## src/design/csr_params.svh

```systemverilog
`ifndef CSR_PARAMS_SVH
`define CSR_PARAMS_SVH

// Special-function byte addresses
`define CSR_ADDR_POWER 8'h87
`define CSR_ADDR_STATUS 8'hd0
`define CSR_ADDR_MATH 8'he0
`define CSR_ADDR_PARTNER 8'hf0
`define CSR_ADDR_STACK 8'h81
`define CSR_ADDR_PTR_LOW 8'h82
`define CSR_ADDR_PTR_HIGH 8'h83
`define CSR_ADDR_REV 8'hc2
`define CSR_ADDR_CAL_OFF 8'hd9
`define CSR_ADDR_CAL_GAIN 8'hda
`define CSR_ADDR_SERIAL_CTRL 8'hf8

// Status word field positions
`define CSR_STAT_CARRY 7
`define CSR_STAT_HALF 6
`define CSR_STAT_USER0 5
`define CSR_STAT_BANK_HI 4
`define CSR_STAT_BANK_LO 3
`define CSR_STAT_WRAP 2
`define CSR_STAT_USER1 1
`define CSR_STAT_PARITY 0

// Power control field positions
`define CSR_PWR_BAUD 7
`define CSR_PWR_SER_WAKE 6
`define CSR_PWR_IRQ0_WAKE 5
`define CSR_PWR_RSVD 4
`define CSR_PWR_SPARE1 3
`define CSR_PWR_SPARE0 2
`define CSR_PWR_DEEP 1
`define CSR_PWR_HALT 0
`define CSR_PWR_MASK 8'hef

// Serial control field positions
`define CSR_SPI_MASTER 4
`define CSR_SPI_RATE0 0

// Reset values
`define CSR_RST_MATH 8'h00
`define CSR_RST_PARTNER 8'h00
`define CSR_RST_STACK 8'h07
`define CSR_RST_PTR_LOW 8'h00
`define CSR_RST_PTR_HIGH 8'h00
`define CSR_RST_STATUS 8'h00
`define CSR_RST_POWER 8'h00
`define CSR_RST_SERIAL_CTRL 8'h00

`endif

```

## src/design/csr_pkg.sv

```systemverilog
package csr_pkg;

  // Core datapath update bundle
  typedef struct packed {
    logic math_we;
    logic [7:0] math;
    logic partner_we;
    logic [7:0] partner;
    logic flags_we;
    logic carry;
    logic half;
    logic wrap;
  } csr_alu_s;

  // Power control decode toward clock and wake logic
  typedef struct packed {
    logic baud_double;
    logic serial_wake_enable;
    logic ext_irq0_wake_enable;
    logic spare_flag_one;
    logic spare_flag_zero;
    logic deep_sleep_enable;
    logic halt_cpu_enable;
  } csr_power_s;

  // All state of the register bank
  typedef struct packed {
    logic [7:0] math;
    logic [7:0] partner;
    logic [7:0] stack;
    logic [7:0] ptr_low;
    logic [7:0] ptr_high;
    logic [7:0] status;
    logic [7:0] pwr;
    logic [7:0] serial_ctrl;
    logic [7:0] cal_off;
    logic [7:0] cal_gain;
    logic [7:0] rdata;
    logic hit;
    logic bit_rdata;
    logic ss_meta;
    logic ss_sync;
  } csr_state_s;

endpackage

```

## src/design/csr_bank.sv

```systemverilog
`include "csr_params.svh"

// Notes on behaviour
// - Math register is operand and result of arithmetic and Boolean operations.
// - Multiply partner pairs with math register for multiply/divide, else scratch byte.
// - Push and call increment the stack pointer before the stack write.
// - Stack pointer resets to 07H so the first stacked byte lands at 08H.
// - Data pointer is a high and low byte, usable as one 16-bit value.
// - Status word at D0H, resets 00H, bit addressable, carries the flag fields.
// - Two bank-select bits pick one of four eight-register banks.
// - Power control at 87H, resets 00H, not bit addressable, bit 4 reserved.
// - Power control bit 7 doubles the serial baud rate.
// - Bits 6 and 5 enable serial and external-0 wake from power-down.
// - Bit 1 enters power-down, bit 0 idle; bits 3 and 2 are spare flags.
// - All visible registers except counter and banks sit in the register area.
// - Unoccupied addresses hold no storage; reads return zero with the hit flag clear.
// - Only addresses ending in 0H or 8H are bit addressable.
// - A dedicated register returns the silicon revision byte.
// - Calibration registers load factory values at reset, software may overwrite.
// - With master select clear, serial rate bit 0 reads the slave-select pin.
module csr_bank #(
  parameter logic [7:0] REVISION = 8'h5a,      // Revision byte, value arbitrary
  parameter logic [7:0] CAL_OFF_FACTORY = 8'h80,  // Factory offset coefficient
  parameter logic [7:0] CAL_GAIN_FACTORY = 8'h80  // Factory gain coefficient
) (
  input wire logic clk_sys,                 // Core clock
  input wire logic reset,                   // Synchronous reset, high
  input wire logic [7:0] sfr_addr,          // Direct byte address
  input wire logic sfr_wr,                  // Byte write strobe
  input wire logic sfr_rd,                  // Byte read strobe
  input wire logic [7:0] sfr_wdata,         // Byte write data
  output logic [7:0] sfr_rdata,             // Byte read data, next cycle
  output logic sfr_hit,                     // Read address was occupied
  input wire logic [7:0] bit_addr,          // Bit address
  input wire logic bit_wr,                  // Bit write strobe
  input wire logic bit_rd,                  // Bit read strobe
  input wire logic bit_wdata,               // Bit write value
  output logic bit_rdata,                   // Bit read data, next cycle
  input wire csr_pkg::csr_alu_s alu,        // Datapath results
  input wire logic stack_push,              // Push or call step
  input wire logic stack_pop,               // Pop or return step
  input wire logic ptr_we,                  // Load 16-bit pointer
  input wire logic [15:0] ptr_wdata,        // Pointer load value
  input wire logic ptr_inc,                 // Increment pointer
  input wire logic ss_pin,                  // Slave-select pin level
  output logic [7:0] math_register,         // Math register value
  output logic [7:0] multiply_partner,      // Partner register value
  output logic [7:0] stack_pointer,         // Stack top address
  output logic [15:0] data_pointer,         // Code address pointer
  output logic [7:0] cpu_status_word,       // Status word value
  output logic [7:0] bank_base,             // RAM base of active bank
  output csr_pkg::csr_power_s power,        // Power control decode
  output logic [7:0] serial_port_control,   // Serial control byte
  output logic [7:0] cal_offset,            // Offset coefficient
  output logic [7:0] cal_gain               // Gain coefficient
);

  csr_pkg::csr_state_s state;
  csr_pkg::csr_state_s next_state;
  logic [7:0] bit_byte_addr;
  logic [8:0] bit_byte_read;
  logic bit_value;
  logic [7:0] bit_merged;
  logic bit_in_sfr;

  // Read decode shared by byte and bit access; {hit, data}
  function automatic logic [8:0] csr_read(input csr_pkg::csr_state_s s, input logic [7:0] a);
    case (a)
      `CSR_ADDR_MATH: csr_read = {1'b1, s.math};
      `CSR_ADDR_PARTNER: csr_read = {1'b1, s.partner};
      `CSR_ADDR_STACK: csr_read = {1'b1, s.stack};
      `CSR_ADDR_PTR_LOW: csr_read = {1'b1, s.ptr_low};
      `CSR_ADDR_PTR_HIGH: csr_read = {1'b1, s.ptr_high};
      `CSR_ADDR_STATUS: csr_read = {1'b1, s.status};
      `CSR_ADDR_POWER: csr_read = {1'b1, s.pwr & `CSR_PWR_MASK};
      `CSR_ADDR_REV: csr_read = {1'b1, REVISION};
      `CSR_ADDR_CAL_OFF: csr_read = {1'b1, s.cal_off};
      `CSR_ADDR_CAL_GAIN: csr_read = {1'b1, s.cal_gain};
      `CSR_ADDR_SERIAL_CTRL: begin
        csr_read = {1'b1, s.serial_ctrl};
        if (!s.serial_ctrl[`CSR_SPI_MASTER]) begin
          csr_read[`CSR_SPI_RATE0] = s.ss_sync;
        end
      end
      // No storage behind unoccupied or reserved addresses; zero is returned
      default: csr_read = 9'h000;
    endcase
  endfunction

  assign bit_byte_read = csr_read(state, bit_byte_addr);

  csr_bit_unit u_bit (
    .bit_addr(bit_addr),
    .byte_value(bit_byte_read[7:0]),
    .bit_wdata(bit_wdata),
    .byte_addr(bit_byte_addr),
    .bit_value(bit_value),
    .merged_byte(bit_merged),
    .in_sfr(bit_in_sfr)
  );

  // Next-state logic; later assignments win, so software writes beat datapath updates
  always_comb begin
    logic wr_en;
    logic [7:0] wr_addr;
    logic [7:0] wr_data;
    wr_en = 1'b0;
    wr_addr = 8'h00;
    wr_data = 8'h00;
    next_state = state;
    // Pin passes two flops before the read mux sees it
    next_state.ss_meta = ss_pin;
    next_state.ss_sync = state.ss_meta;
    // Datapath results land in math and partner registers
    if (alu.math_we) begin
      next_state.math = alu.math;
    end
    if (alu.partner_we) begin
      next_state.partner = alu.partner;
    end
    if (alu.flags_we) begin
      next_state.status[`CSR_STAT_CARRY] = alu.carry;
      next_state.status[`CSR_STAT_HALF] = alu.half;
      next_state.status[`CSR_STAT_WRAP] = alu.wrap;
    end
    // Pre-increment on push so the write address is the new top
    if (stack_push) begin
      next_state.stack = state.stack + 8'h01;
    end else if (stack_pop) begin
      next_state.stack = state.stack - 8'h01;
    end
    // Pointer as one 16-bit value over two byte registers
    if (ptr_we) begin
      {next_state.ptr_high, next_state.ptr_low} = ptr_wdata;
    end else if (ptr_inc) begin
      {next_state.ptr_high, next_state.ptr_low} = {state.ptr_high, state.ptr_low} + 16'h0001;
    end
    // Byte write beats a bit write in the same cycle
    if (sfr_wr) begin
      wr_en = 1'b1;
      wr_addr = sfr_addr;
      wr_data = sfr_wdata;
    end else if (bit_wr && bit_in_sfr) begin
      wr_en = 1'b1;
      wr_addr = bit_byte_addr;
      wr_data = bit_merged;
    end
    if (wr_en) begin
      case (wr_addr)
        `CSR_ADDR_MATH: next_state.math = wr_data;
        `CSR_ADDR_PARTNER: next_state.partner = wr_data;
        `CSR_ADDR_STACK: next_state.stack = wr_data;
        `CSR_ADDR_PTR_LOW: next_state.ptr_low = wr_data;
        `CSR_ADDR_PTR_HIGH: next_state.ptr_high = wr_data;
        `CSR_ADDR_STATUS: next_state.status = wr_data;
        `CSR_ADDR_POWER: next_state.pwr = wr_data & `CSR_PWR_MASK;
        `CSR_ADDR_CAL_OFF: next_state.cal_off = wr_data;
        `CSR_ADDR_CAL_GAIN: next_state.cal_gain = wr_data;
        `CSR_ADDR_SERIAL_CTRL: next_state.serial_ctrl = wr_data;
        // Writes to the revision byte and empty space are dropped
        default: next_state.cal_off = next_state.cal_off;
      endcase
    end
    // Parity is pure hardware; any written value is overridden here
    next_state.status[`CSR_STAT_PARITY] = ^next_state.math;
    // Registered read answers, zero when idle
    next_state.rdata = 8'h00;
    next_state.hit = 1'b0;
    if (sfr_rd) begin
      {next_state.hit, next_state.rdata} = csr_read(state, sfr_addr);
    end
    next_state.bit_rdata = bit_rd && bit_in_sfr && bit_value;
    // Reset also reloads factory coefficients
    if (reset) begin
      next_state.math = `CSR_RST_MATH;
      next_state.partner = `CSR_RST_PARTNER;
      next_state.stack = `CSR_RST_STACK;
      next_state.ptr_low = `CSR_RST_PTR_LOW;
      next_state.ptr_high = `CSR_RST_PTR_HIGH;
      next_state.status = `CSR_RST_STATUS;
      next_state.pwr = `CSR_RST_POWER;
      next_state.serial_ctrl = `CSR_RST_SERIAL_CTRL;
      next_state.cal_off = CAL_OFF_FACTORY;
      next_state.cal_gain = CAL_GAIN_FACTORY;
      next_state.rdata = 8'h00;
      next_state.hit = 1'b0;
      next_state.bit_rdata = 1'b0;
      next_state.ss_meta = 1'b0;
      next_state.ss_sync = 1'b0;
    end
  end

  // Single state register
  always_ff @(posedge clk_sys) begin
    state <= next_state;
  end

  // Outputs straight from state flops
  assign math_register = state.math;
  assign multiply_partner = state.partner;
  assign stack_pointer = state.stack;
  assign data_pointer = {state.ptr_high, state.ptr_low};
  assign cpu_status_word = state.status;
  assign bank_base = {3'b000, state.status[`CSR_STAT_BANK_HI:`CSR_STAT_BANK_LO], 3'b000};
  assign serial_port_control = state.serial_ctrl;
  assign cal_offset = state.cal_off;
  assign cal_gain = state.cal_gain;
  assign sfr_rdata = state.rdata;
  assign sfr_hit = state.hit;
  assign bit_rdata = state.bit_rdata;

  // Power control decode; the reserved bit never leaves the block
  always_comb begin
    power.baud_double = state.pwr[`CSR_PWR_BAUD];
    power.serial_wake_enable = state.pwr[`CSR_PWR_SER_WAKE];
    power.ext_irq0_wake_enable = state.pwr[`CSR_PWR_IRQ0_WAKE];
    power.spare_flag_one = state.pwr[`CSR_PWR_SPARE1];
    power.spare_flag_zero = state.pwr[`CSR_PWR_SPARE0];
    power.deep_sleep_enable = state.pwr[`CSR_PWR_DEEP];
    power.halt_cpu_enable = state.pwr[`CSR_PWR_HALT];
  end

  // Software writes to the stack byte win, so the step checks skip them
  logic stack_sfr_wr;
  assign stack_sfr_wr = sfr_wr && (sfr_addr == `CSR_ADDR_STACK);

  // Occupancy of the current read address, for the empty-space check
  logic [8:0] rd_probe;
  assign rd_probe = csr_read(state, sfr_addr);
endmodule

```

## src/design/csr_bit_unit.sv

```systemverilog
module csr_bit_unit (
  input wire logic [7:0] bit_addr,    // Bit address from the core
  input wire logic [7:0] byte_value,  // Current value of the owning byte
  input wire logic bit_wdata,         // Bit value to write
  output logic [7:0] byte_addr,       // Owning byte address
  output logic bit_value,             // Selected bit of the byte
  output logic [7:0] merged_byte,     // Byte with the bit replaced
  output logic in_sfr                 // Bit lies in the register area
);

  // Upper half of bit space maps onto bytes ending in 0H or 8H only
  always_comb begin
    in_sfr = bit_addr[7];
    byte_addr = {bit_addr[7:3], 3'b000};
    bit_value = byte_value[bit_addr[2:0]];
    merged_byte = byte_value;
    merged_byte[bit_addr[2:0]] = bit_wdata;
  end

endmodule

```

## config.mk

```make
export PLATFORM = sky130hd
export DESIGN_NAME = csr_bank
export DESIGN_NICKNAME = d
export VERILOG_FILES = /design/src/design/csr_pkg.sv /design/src/design/csr_bank.sv /design/src/design/csr_bit_unit.sv
export VERILOG_INCLUDE_DIRS = /design/src /design/src/design
export SDC_FILE = /design/constraint.sdc
export NUM_CORES = 1
export LEC_CHECK = 0
export BUFFER_PORTS_ARGS = -buffer_cell sky130_fd_sc_hd__buf_2
export CAP_MARGIN = 10
export CORE_ASPECT_RATIO = 1.75
export CORE_MARGIN = 4
export CORE_UTILIZATION = 55
export CTS_CLUSTER_SIZE = 40
export DETAILED_ROUTE_END_ITERATION = 10
export PLACE_DENSITY = 0.91
export SLEW_MARGIN = 10
export SYNTH_ARGS = -nofsm -noshare
export SYNTH_HDL_FRONTEND = slang
export SYNTH_HIERARCHICAL = 1
export SYNTH_SLANG_ARGS = --single-unit
```

## constraint.sdc

```tcl
create_clock -name clk_sys -period 3.9 [get_ports clk_sys]
set_input_delay 0.585 -clock clk_sys [delete_from_list [all_inputs] [get_ports clk_sys]]
set_output_delay 0.585 -clock clk_sys [all_outputs]
set_load 0.02 [all_outputs]
```

==> results.md, run 1 <==
- The worst register-to-register path has a depth of 9.
- The run finished with clean final reports.
- After global routing, the most crowded layer is met2.
- The capture point of the worst reg-to-reg path is cpu_status_word[0]$_SDFF_PP0_.
- The residual overflow from global routing is 0.
- The worst-case register-to-register setup slack is 1.00 ns.
- The die extent in x is 93.6 um.
- The later-pin clock latency in the skew report is 0.35 ns.
- The startpoint-to-endpoint class of the critical path is primary input to register.
- The die covers 0.0148 mm^2.
- The standby leakage power is 3.28 nW.
- Setup repair after global routing left no endpoint under its margin.
- The post-route netlist has 27.0% of its cells at a drive strength greater than 1.
- Measured against its own limit, the worst slew margin works out to 18.3%.
- The layout filler cell count is 1,139.
- The worst register-to-register path begins at serial_port_control[4]$_SDFFE_PP0P_.
- The total via count in the routed design is 7,038.
- Measured along the y axis, the die boundary spans 158 um.
- The diode insertion count for antenna repair is 0.
- Following the worst setup path forward leads to its endpoint at cpu_status_word[0]$_SDFF_PP0_.
- The synthesis-to-finish area growth is 5.96%.
- The number of DRC violations after detailed routing is 0.
- The number of maximum-capacitance violations is 0.
- The residual antenna-violating net count after detailed routing is 0.
- The dominant cell type by count on the critical path is sky130_fd_sc_hd__xnor2_1.
- Counting distinct cell types in the post-synthesis netlist gives 69.
- In this run the tool buffered the top-level ports with 164 buffer cells.
- STA puts the critical path data required time at 4.16 ns.
- The routing usage on met3 is 5.90%.
- The critical path arrival is 3.37 ns.
- The number of warnings reported in the yosys synthesis log is 6.
- The share of synthesized area occupied by flip-flops and latches is 25.8%.
- The first global-routing pass estimated 38.7 mm of wire.
- The final-report max-slew violation count came to 0.
- The floorplan has 54 rows.
- The post-cts gate resize count is 0.
- Setup violations remaining at the end of the flow were counted as 0.
- After synthesis, the mean cell area works out to 8.14 um^2.
- Across the VDD grid, the largest voltage drop is 0.203 mV.
- Global routing consumed, over all layers together, 35.1% of the routing resources.
- The longest clock path from root to sink contains 2 buffers.
- The number of instances in the placed design is 1,056.
- The number of placed I/O pins is 171.
- The area inside the core boundary is 0.0125 mm^2.
- The clock buffer count from CTS is 9.
- The number of failing hold endpoints at the final stage is 0.
- After detailed routing, the total wire length is 26.9 mm.
- Excluding fillers, the count of instances in the completed layout stands at 1,072.
- The final total negative setup slack is 0 ns.
- The kind of start point of the critical path is a primary input.
- The worst clock skew is 0.00914 ns.
- The detailed-placement wirelength estimate is 20.3 mm.
- For the pin with the worst max-slew slack, the measured transition is 1.22 ns.
- The minimum setup slack after placement is 0.527 ns.
- The setup slack after layout is 0.788 ns.
- The initial DRC count is 1,029.
- Synthesis produced 866 cells.
- Global routing used 59.9% of the available met2 tracks.
- The kind of end point of the critical path is a register.
- The count of TritonRoute iterations in the first routing pass is 8.
- The number of clock sinks is 91.
- The count of hold-fix buffers inserted at cts is 0.
- The mapped netlist covers 0.00705 mm^2.
- The delay of the slowest cell on the worst path is 0.53 ns.
- For this run, the leading register cell type out of synthesis is sky130_fd_sc_hd__dfxtp_1.
- The largest fanout on the critical path is 14.
- The count of flip-flops with a built-in enable after synthesis is 0.
- The portion of the clock cycle consumed by the worst path in the final layout is 79.8%.
- The root buffer selected by CTS is sky130_fd_sc_hd__clkbuf_16.
- The cell with the largest stage delay on the worst path is sky130_fd_sc_hd__or3b_2.
- The fraction of registers with async set/reset is 0%.
- The time the worst path needs with I/O delays and setup is 3.11 ns.
- The timing startpoint of the critical path is bit_addr[7].
- The achievable clock frequency is 0.321 GHz.
- The critical path goes through buf_2 -> nand4b_1 -> or3b_2 -> nor3b_2 -> a222oi_1 -> nand3_1 -> mux2_2 -> a22o_4 -> xnor2_1 -> xnor2_1 -> xnor2_1 -> a211oi_1.
- Clock-pin slew was measured on the worst setup and hold paths at 0.07 ns.
- The starting density of the core is 56.4%.
- The CTS tree is done.
- The initial antenna violation count came to 0.
- Power spread over the standard cell area amounts to 334 mW/mm^2.
- Using the TritonRoute via totals, the vias-per-cell ratio works out to 6.57.
- Dividing the detail-routed wire length by the instance count gives 25.1 um.
- After clock tree synthesis, the setup repair step added 0 buffers.
- The clock tree synthesis step divided the H-tree into 3 levels.
- Routability-driven placement finished with a final weighted congestion of 1.05.
- The number of storage elements in the synthesis netlist is 91.
- The path class of the tightest hold or removal check is primary input to register.
- In the final design database the tool counted 976 nets.
- The global routing met1 resource utilization is 37.1%.
- The maximum number of pins on one net before global-route repair is 43.
- The via count of the first global-routing pass is 6,622.
- Hold timing on the final database bottoms out at a slack of 0.443 ns.
[synthesized netlist by cell type, drive strengths merged (3+ instances only)]
library cell	number	area share, %
buf	129	13
dfxtp	91	26
nor2	85	4.5
nand2	61	3.4
mux2i	58	8.2
nor3	40	3.1
a22oi	36	3.9
clkbuf	33	1.9
a21oi	32	2.3
mux2	28	4.5
a211oi	26	2.8
nand3	24	1.9
xnor2	23	2.9
nor2b	21	1.9
o21ai	19	1.6
xor2	18	2.2
o22ai	13	1.2
a221oi	10	1.2
a31oi	10	0.89
nand2b	10	0.89
a22o	9	1.5
and3	7	0.62
nor4	7	0.83
o211ai	7	0.75
and2	6	0.53
inv	6	0.32
nand4	6	0.75
nand4b	6	0.75
a211o	5	0.62
nand3b	4	0.43
a222oi	3	0.43
a32oi	3	0.37
and4b	3	0.43
ha	3	0.53
nor3b	3	0.39
[through the flow]
step	instance area, um^2	total power [W]	util [%]
final	7470	0.00249	59.8
after global routing	7470	0.00255	59.8
after CTS	7470	0.00246	59.8
after detailed placement	7140	0.00152	57.2
after global placement	7140	0.00151	57.2
after floorplan	7080	0.00140	-
[flip-flops by register name (all words and copies together), names as in the netlist]
name and cells:
bit_rdata 1, cal_gain 8, cal_offset 8, cpu_status_word 8
data_pointer 16, math_register 8, multiply_partner 8, power 7
serial_port_control 8, sfr_hit 1, sfr_rdata 8, stack_pointer 8
state 2
[worst min-delay path by stage]
stage          slack (ns)                 from                  end  cells past startpoint
6_report             0.44               ss_pin  state[1]$_SDFF_PP0_                      2
5_1_grt              0.46               ss_pin  state[1]$_SDFF_PP0_                      2
4_1_cts              0.44               ss_pin  state[1]$_SDFF_PP0_                      2
3_5_place_dp         0.45  state[1]$_SDFF_PP0_  state[0]$_SDFF_PP0_                      1
3_3_place_gp         0.42  state[1]$_SDFF_PP0_  state[0]$_SDFF_PP0_                      1
2_1_floorplan        0.41  state[1]$_SDFF_PP0_  state[0]$_SDFF_PP0_                      1
[final cells by class]
cell class	count	area (um^2)	area share, %
inverters	6	22.5	0.301
flip-flops and latches	91	1820	24.4
clock inverters	6	87.6	1.17
clock buffers	10	239	3.20
well taps	168	210	2.81
repair buffers	177	918	12.3
multi-input cells	614	4170	55.8
[placed cells by master, fill, tap and decap left out, drive strengths merged, types with 9 or more instances in the layout]
| cell type | n |
|---|---|
| a22o | 9 |
| a221oi | 10 |
| a31oi | 10 |
| nand3 | 24 |
| nand2 | 61 |
| clkbuf | 10 |
| a21oi | 32 |
| nand2b | 10 |
| nor3 | 40 |
| a22oi | 36 |
| xnor2 | 23 |
| nor2b | 21 |
| dfxtp | 91 |
| conb | 9 |
| o22ai | 13 |
| mux2 | 28 |
| a211oi | 26 |
| mux2i | 58 |
| nor2 | 85 |
| xor2 | 18 |
| buf | 177 |
| o21ai | 19 |
[critical path: cells and delay by family]
kind	cells	cell delay (ns)
buffers and inverters	1	0.22
muxes	1	0.18
xor gates and xnor gates	3	0.47
AOI/OAI and AO/OA	3	0.57
and+or+nand+nor	4	1.34
[layer usage]
layer / wire length, um / vias to the layer above
met3: 2390 / 161
met4: 2550 / 0
met5: 0 / -
met2: 13200 / 544
met1: 8770 / 3248
li1: - / 3085
[report_power, final]
part	switching, W	internal, W
Combinational	0.000302	0.000184
Clock	0.000394	0.000581
Sequential	0.0000702	0.000963
[cells by family after synthesis]
kind of cell	Yosys count	share of synthesized area [%]
other	2	0.107
adders and majority gates	3	0.532
AOI/OAI and AO/OA	180	18.5
xor gates and xnor gates	41	5.09
buffers and inverters	168	15.4
DFF	91	25.8
muxes	86	12.7
and+or+nand+nor	295	21.9
(Power assumes the default switching activity.)
==> inputs of run 2 (changes only) <==
--- a/config.mk
+++ b/config.mk
@@ -6,6 +6,7 @@
 export SDC_FILE = /design/constraint.sdc
 export NUM_CORES = 1
 export LEC_CHECK = 0
+export ABC_AREA = 1
 export BUFFER_PORTS_ARGS = -buffer_cell sky130_fd_sc_hd__buf_2
 export CAP_MARGIN = 10
 export CORE_ASPECT_RATIO = 1.75
==> constraint.sdc (replaced) <==
create_clock -name clk_sys -period 3.2 [get_ports clk_sys]
set_input_delay 0.48 -clock clk_sys [delete_from_list [all_inputs] [get_ports clk_sys]]
set_output_delay 0.48 -clock clk_sys [all_outputs]
set_load 0.02 [all_outputs]
==> results.md, run 2 <==
- The top cell types in the final layout, fill and taps aside, are 195 x sky130_fd_sc_hd__nand2_1, 164 x sky130_fd_sc_hd__buf_2, 152 x sky130_fd_sc_hd__inv_1, 99 x sky130_fd_sc_hd__o21ai_0, 91 x sky130_fd_sc_hd__dfxtp_1.
- Overall power consumption after layout is estimated at 0.00294 W.
- The area inside the core boundary is 0.0125 mm^2.
- At the later pin of the worst-skew pair, clock insertion delay measures 0.37 ns.
- Sequential elements use 25.8% of the synthesized area.
- Setup repair after global routing left no endpoint under its margin.
- The class of the tightest hold or removal check is primary input to register.
- The combined flip-flop and latch cell area is 0.00182 mm^2.
- The diode insertion count for antenna repair is 0.
- After synthesis, the most frequently instantiated cells are 195 x sky130_fd_sc_hd__nand2_1, 152 x sky130_fd_sc_hd__inv_1, 104 x sky130_fd_sc_hd__buf_4.
- For this run, design rule violations remaining after detail routing come to 0.
- In this run the static leakage power is 3.87 nW.
- The relative slew slack is 44.6%.
- The register with the most flip-flops in the layout has 16 of them.
- For the worst setup path, the data required time is 3.46 ns.
- The root buffer selected by CTS is sky130_fd_sc_hd__clkbuf_16.
- For this run, asynchronously set or reset flops after synthesis account for 0%.
- The multi-input gate area in the final layout is 0.00372 mm^2.
- The number of maximum-capacitance violations is 0.
- The maximum count of clock buffers along a single path is 2.
- At the pin with the least slew margin, the transition time is 0.826 ns.
- Row generation in the floorplan step produced 54 rows.
- The number of placed I/O pins is 171.
- Data arrives at the worst endpoint at 3.37 ns.
- The routed length per instance is 21.3 um.
- The die is 93.7 um wide.
- Of the post-synthesis cell area, the dominant cell type holds 25.8%.
- The synthesis-to-finish area growth is 10.3%.
- The flow ran to the end, and the final reports show no timing, DRC or antenna violations.
- At the end of routability-driven placement, the weighted congestion stood at 1.06.
- The first global-routing pass estimated 42.6 mm of wire.
- sky130_fd_sc_hd__dfxtp_1 takes more of the synthesized area than any other cell.
- In this run the post-CTS setup repair buffer count came out at 0.
- The largest fanout on the critical path is 3.
- The most critical setup path has its startpoint at bit_addr[6].
- In the global route stage, overall resource usage came out at 38.9%.
- VDD sags by at most 0.223 mV.
- Power spread over the standard cell area amounts to 377 mW/mm^2.
- STA classifies the critical path startpoint as a primary input.
- The pre-antenna-repair detailed-routing pass consisted of 5 iterations.
- The residual antenna-violating net count after detailed routing is 0.
- Once routing completed, OpenROAD measured the worst setup slack at 0.0916 ns.
- The share of layout cells above drive strength 1 is 23.8%.
- In the finished design, the share of the clock period the worst path needs comes to 97.1%.
- The count of hold-fix buffers inserted at cts is 0.
- The CTS tree is done.
- The starting density of the core is 56.5%.
- The layout filler cell count is 1,189.
- The number of failing hold endpoints at the final stage is 0.
- The critical hold path startpoint is ss_pin.
- The detailed-placement wirelength estimate is 23.2 mm.
- The count of input and output buffers is 164.
- The synthesized netlist cell count is 1,089.
- The count of flip-flops with a built-in enable after synthesis is 0.
- The floorplan die area is 0.0148 mm^2.
- After synthesis the cells add up to 0.00706 mm^2.
- The detailed router placed 7,928 vias in this run.
- The count of final setup violators is 0.
- The worst path in the final design needs a cycle of 3.11 ns, including I/O delays and setup.
- The kind of end point of the critical path is a register.
- The minimum setup slack after placement is -0.0771 ns.
- The via count of the first global-routing pass is 7,669.
- After detailed routing, the total wire length is 28.9 mm.
- The most common cell after layout, fill and taps aside is sky130_fd_sc_hd__nand2_1.
- In this run the vertical extent of the chip is 158 um.
- Buffers inserted during clock tree synthesis total 9.
- After the last flow step, the layout net total stands at 1,260.
- The achievable clock frequency is 0.322 GHz.
- The utilization after layout is 62.3%.
- The number of library cell types mapped by synthesis is 47.
- The dominant cell by count in the synthesized netlist is sky130_fd_sc_hd__nand2_1.
- The H-tree depth is 3.
- The initial DRC count is 707.
- The maximum number of pins on one net before global-route repair is 61.
- After routing the design area is 0.00779 mm^2.
- The number of storage elements in the synthesis netlist is 91.
- The residual overflow from global routing is 0.
- The initial antenna violation count was 0.
- The worst flop-to-flop path startpoint is multiply_partner[3]$_SDFF_PP0_.
- By area the synthesized netlist is led by sky130_fd_sc_hd__dfxtp_1 26%, sky130_fd_sc_hd__buf_4 11%, sky130_fd_sc_hd__nand2_1 10%, sky130_fd_sc_hd__inv_1 8.1%, sky130_fd_sc_hd__o21ai_0 7.0%.
- The worst setup path is of the primary input to register kind.
- In the routed layout, each cell is associated on average with a via count of 5.85.
- The minimum hold slack is 0.324 ns.
- The final-report max-slew violation count is 0.
- The Yosys step of the flow raised 6 warnings.
- The worst clock skew is 0.0117 ns.
- The clock drives 91 sinks.
- The most used flip-flop cell after synthesis is sky130_fd_sc_hd__dfxtp_1.
- In this run the mean area of a mapped cell was 6.49 um^2.
- The cell area reported after detailed placement is 0.00749 mm^2.
- Clock-pin slew was measured on the worst setup and hold paths at 0.07 ns.
## run 2: logic make-up (layout without fill, tap and decap cells)
family                     count (synthesis)  in the layout  synth area share [%]
AOI/OAI and AO/OA                        281            281                  22.9
xor gates and xnor gates                  13             13                  1.61
adders and majority gates                  3              3                 0.531
buffers and inverters                    290            382                  21.9
DFF                                       91             91                  25.8
muxes                                      1              1                 0.142
other                                      2              9                 0.106
and+or+nand+nor                          408            408                  27.1
## run 2: path summary, 6_finish.rpt
path / endpoint / slack (ns) / depth (start not counted)
worst max-delay path: cpu_status_word[0]$_SDFF_PP0_ / 0.09 / 22
worst min-delay path: state[1]$_SDFF_PP0_ / 0.32 / 3
worst max register to register: cpu_status_word[0]$_SDFF_PP0_ / 0.37 / 17
worst min register to register: state[0]$_SDFF_PP0_ / 0.42 / 2
## run 2: per-layer routing
layer | vias up | GRT usage [%] | wire, um
li1 | 3688 | - | -
met1 | 3545 | 37.0 | 9050
met2 | 508 | 69.0 | 14300
met3 | 187 | 7.32 | 2400
met4 | 0 | 36.3 | 3210
met5 | - | 0 | 0
## run 2: power breakdown
| part | internal, W | switching (W) |
|---|---|---|
| logic | 0.000204 | 0.000423 |
| clock network | 0.000545 | 0.000537 |
| registers | 0.00117 | 0.0000554 |
| total | 0.00192 | 0.00102 |
## run 2: critical path: stages
cell and delay, ns:
sky130_fd_sc_hd__buf_2 0.13, sky130_fd_sc_hd__nand2_1 0.12, sky130_fd_sc_hd__nor2_1 0.06, sky130_fd_sc_hd__inv_1 0.07, sky130_fd_sc_hd__nor3_1 0.06, sky130_fd_sc_hd__buf_4 0.16
sky130_fd_sc_hd__a22o_1 0.26, sky130_fd_sc_hd__nor4_1 0.32, sky130_fd_sc_hd__nand4_1 0.30, sky130_fd_sc_hd__nand2_1 0.16, sky130_fd_sc_hd__o21ai_0 0.09, sky130_fd_sc_hd__nand2_1 0.08
sky130_fd_sc_hd__o21a_1 0.33, sky130_fd_sc_hd__inv_1 0.13, sky130_fd_sc_hd__o21ai_2 0.20, sky130_fd_sc_hd__nand2_1 0.08, sky130_fd_sc_hd__nand2_1 0.06, sky130_fd_sc_hd__nand2_1 0.05
sky130_fd_sc_hd__nand2_1 0.06, sky130_fd_sc_hd__nand2_1 0.05, sky130_fd_sc_hd__nand2_1 0.06, sky130_fd_sc_hd__nor2_2 0.04
## run 2: area by class of cell
class / instances / area share [%]
multi-input combinational: 715 / 47.8
sequential: 91 / 23.4
timing repair buffer: 206 / 14.6
inverter: 160 / 7.76
clock buffer: 9 / 2.89
tap: 168 / 2.70
clock inverter: 7 / 0.867
## run 2: metrics by stage
stage | setup TNS [ns] | cells
3_5_place_dp | -0.0771 | 1340
5_1_grt | 0 | 1356
4_1_cts | 0 | 1356
6_report | 0 | 1356
3_3_place_gp | -0.0722 | 1340
2_1_floorplan | 0 | 1096
## run 2: what timing repair did
item                       in CTS  in global routing
setup endpoints to repair       0                  1
resized for setup               0                  1
hold endpoints to repair        0                  0
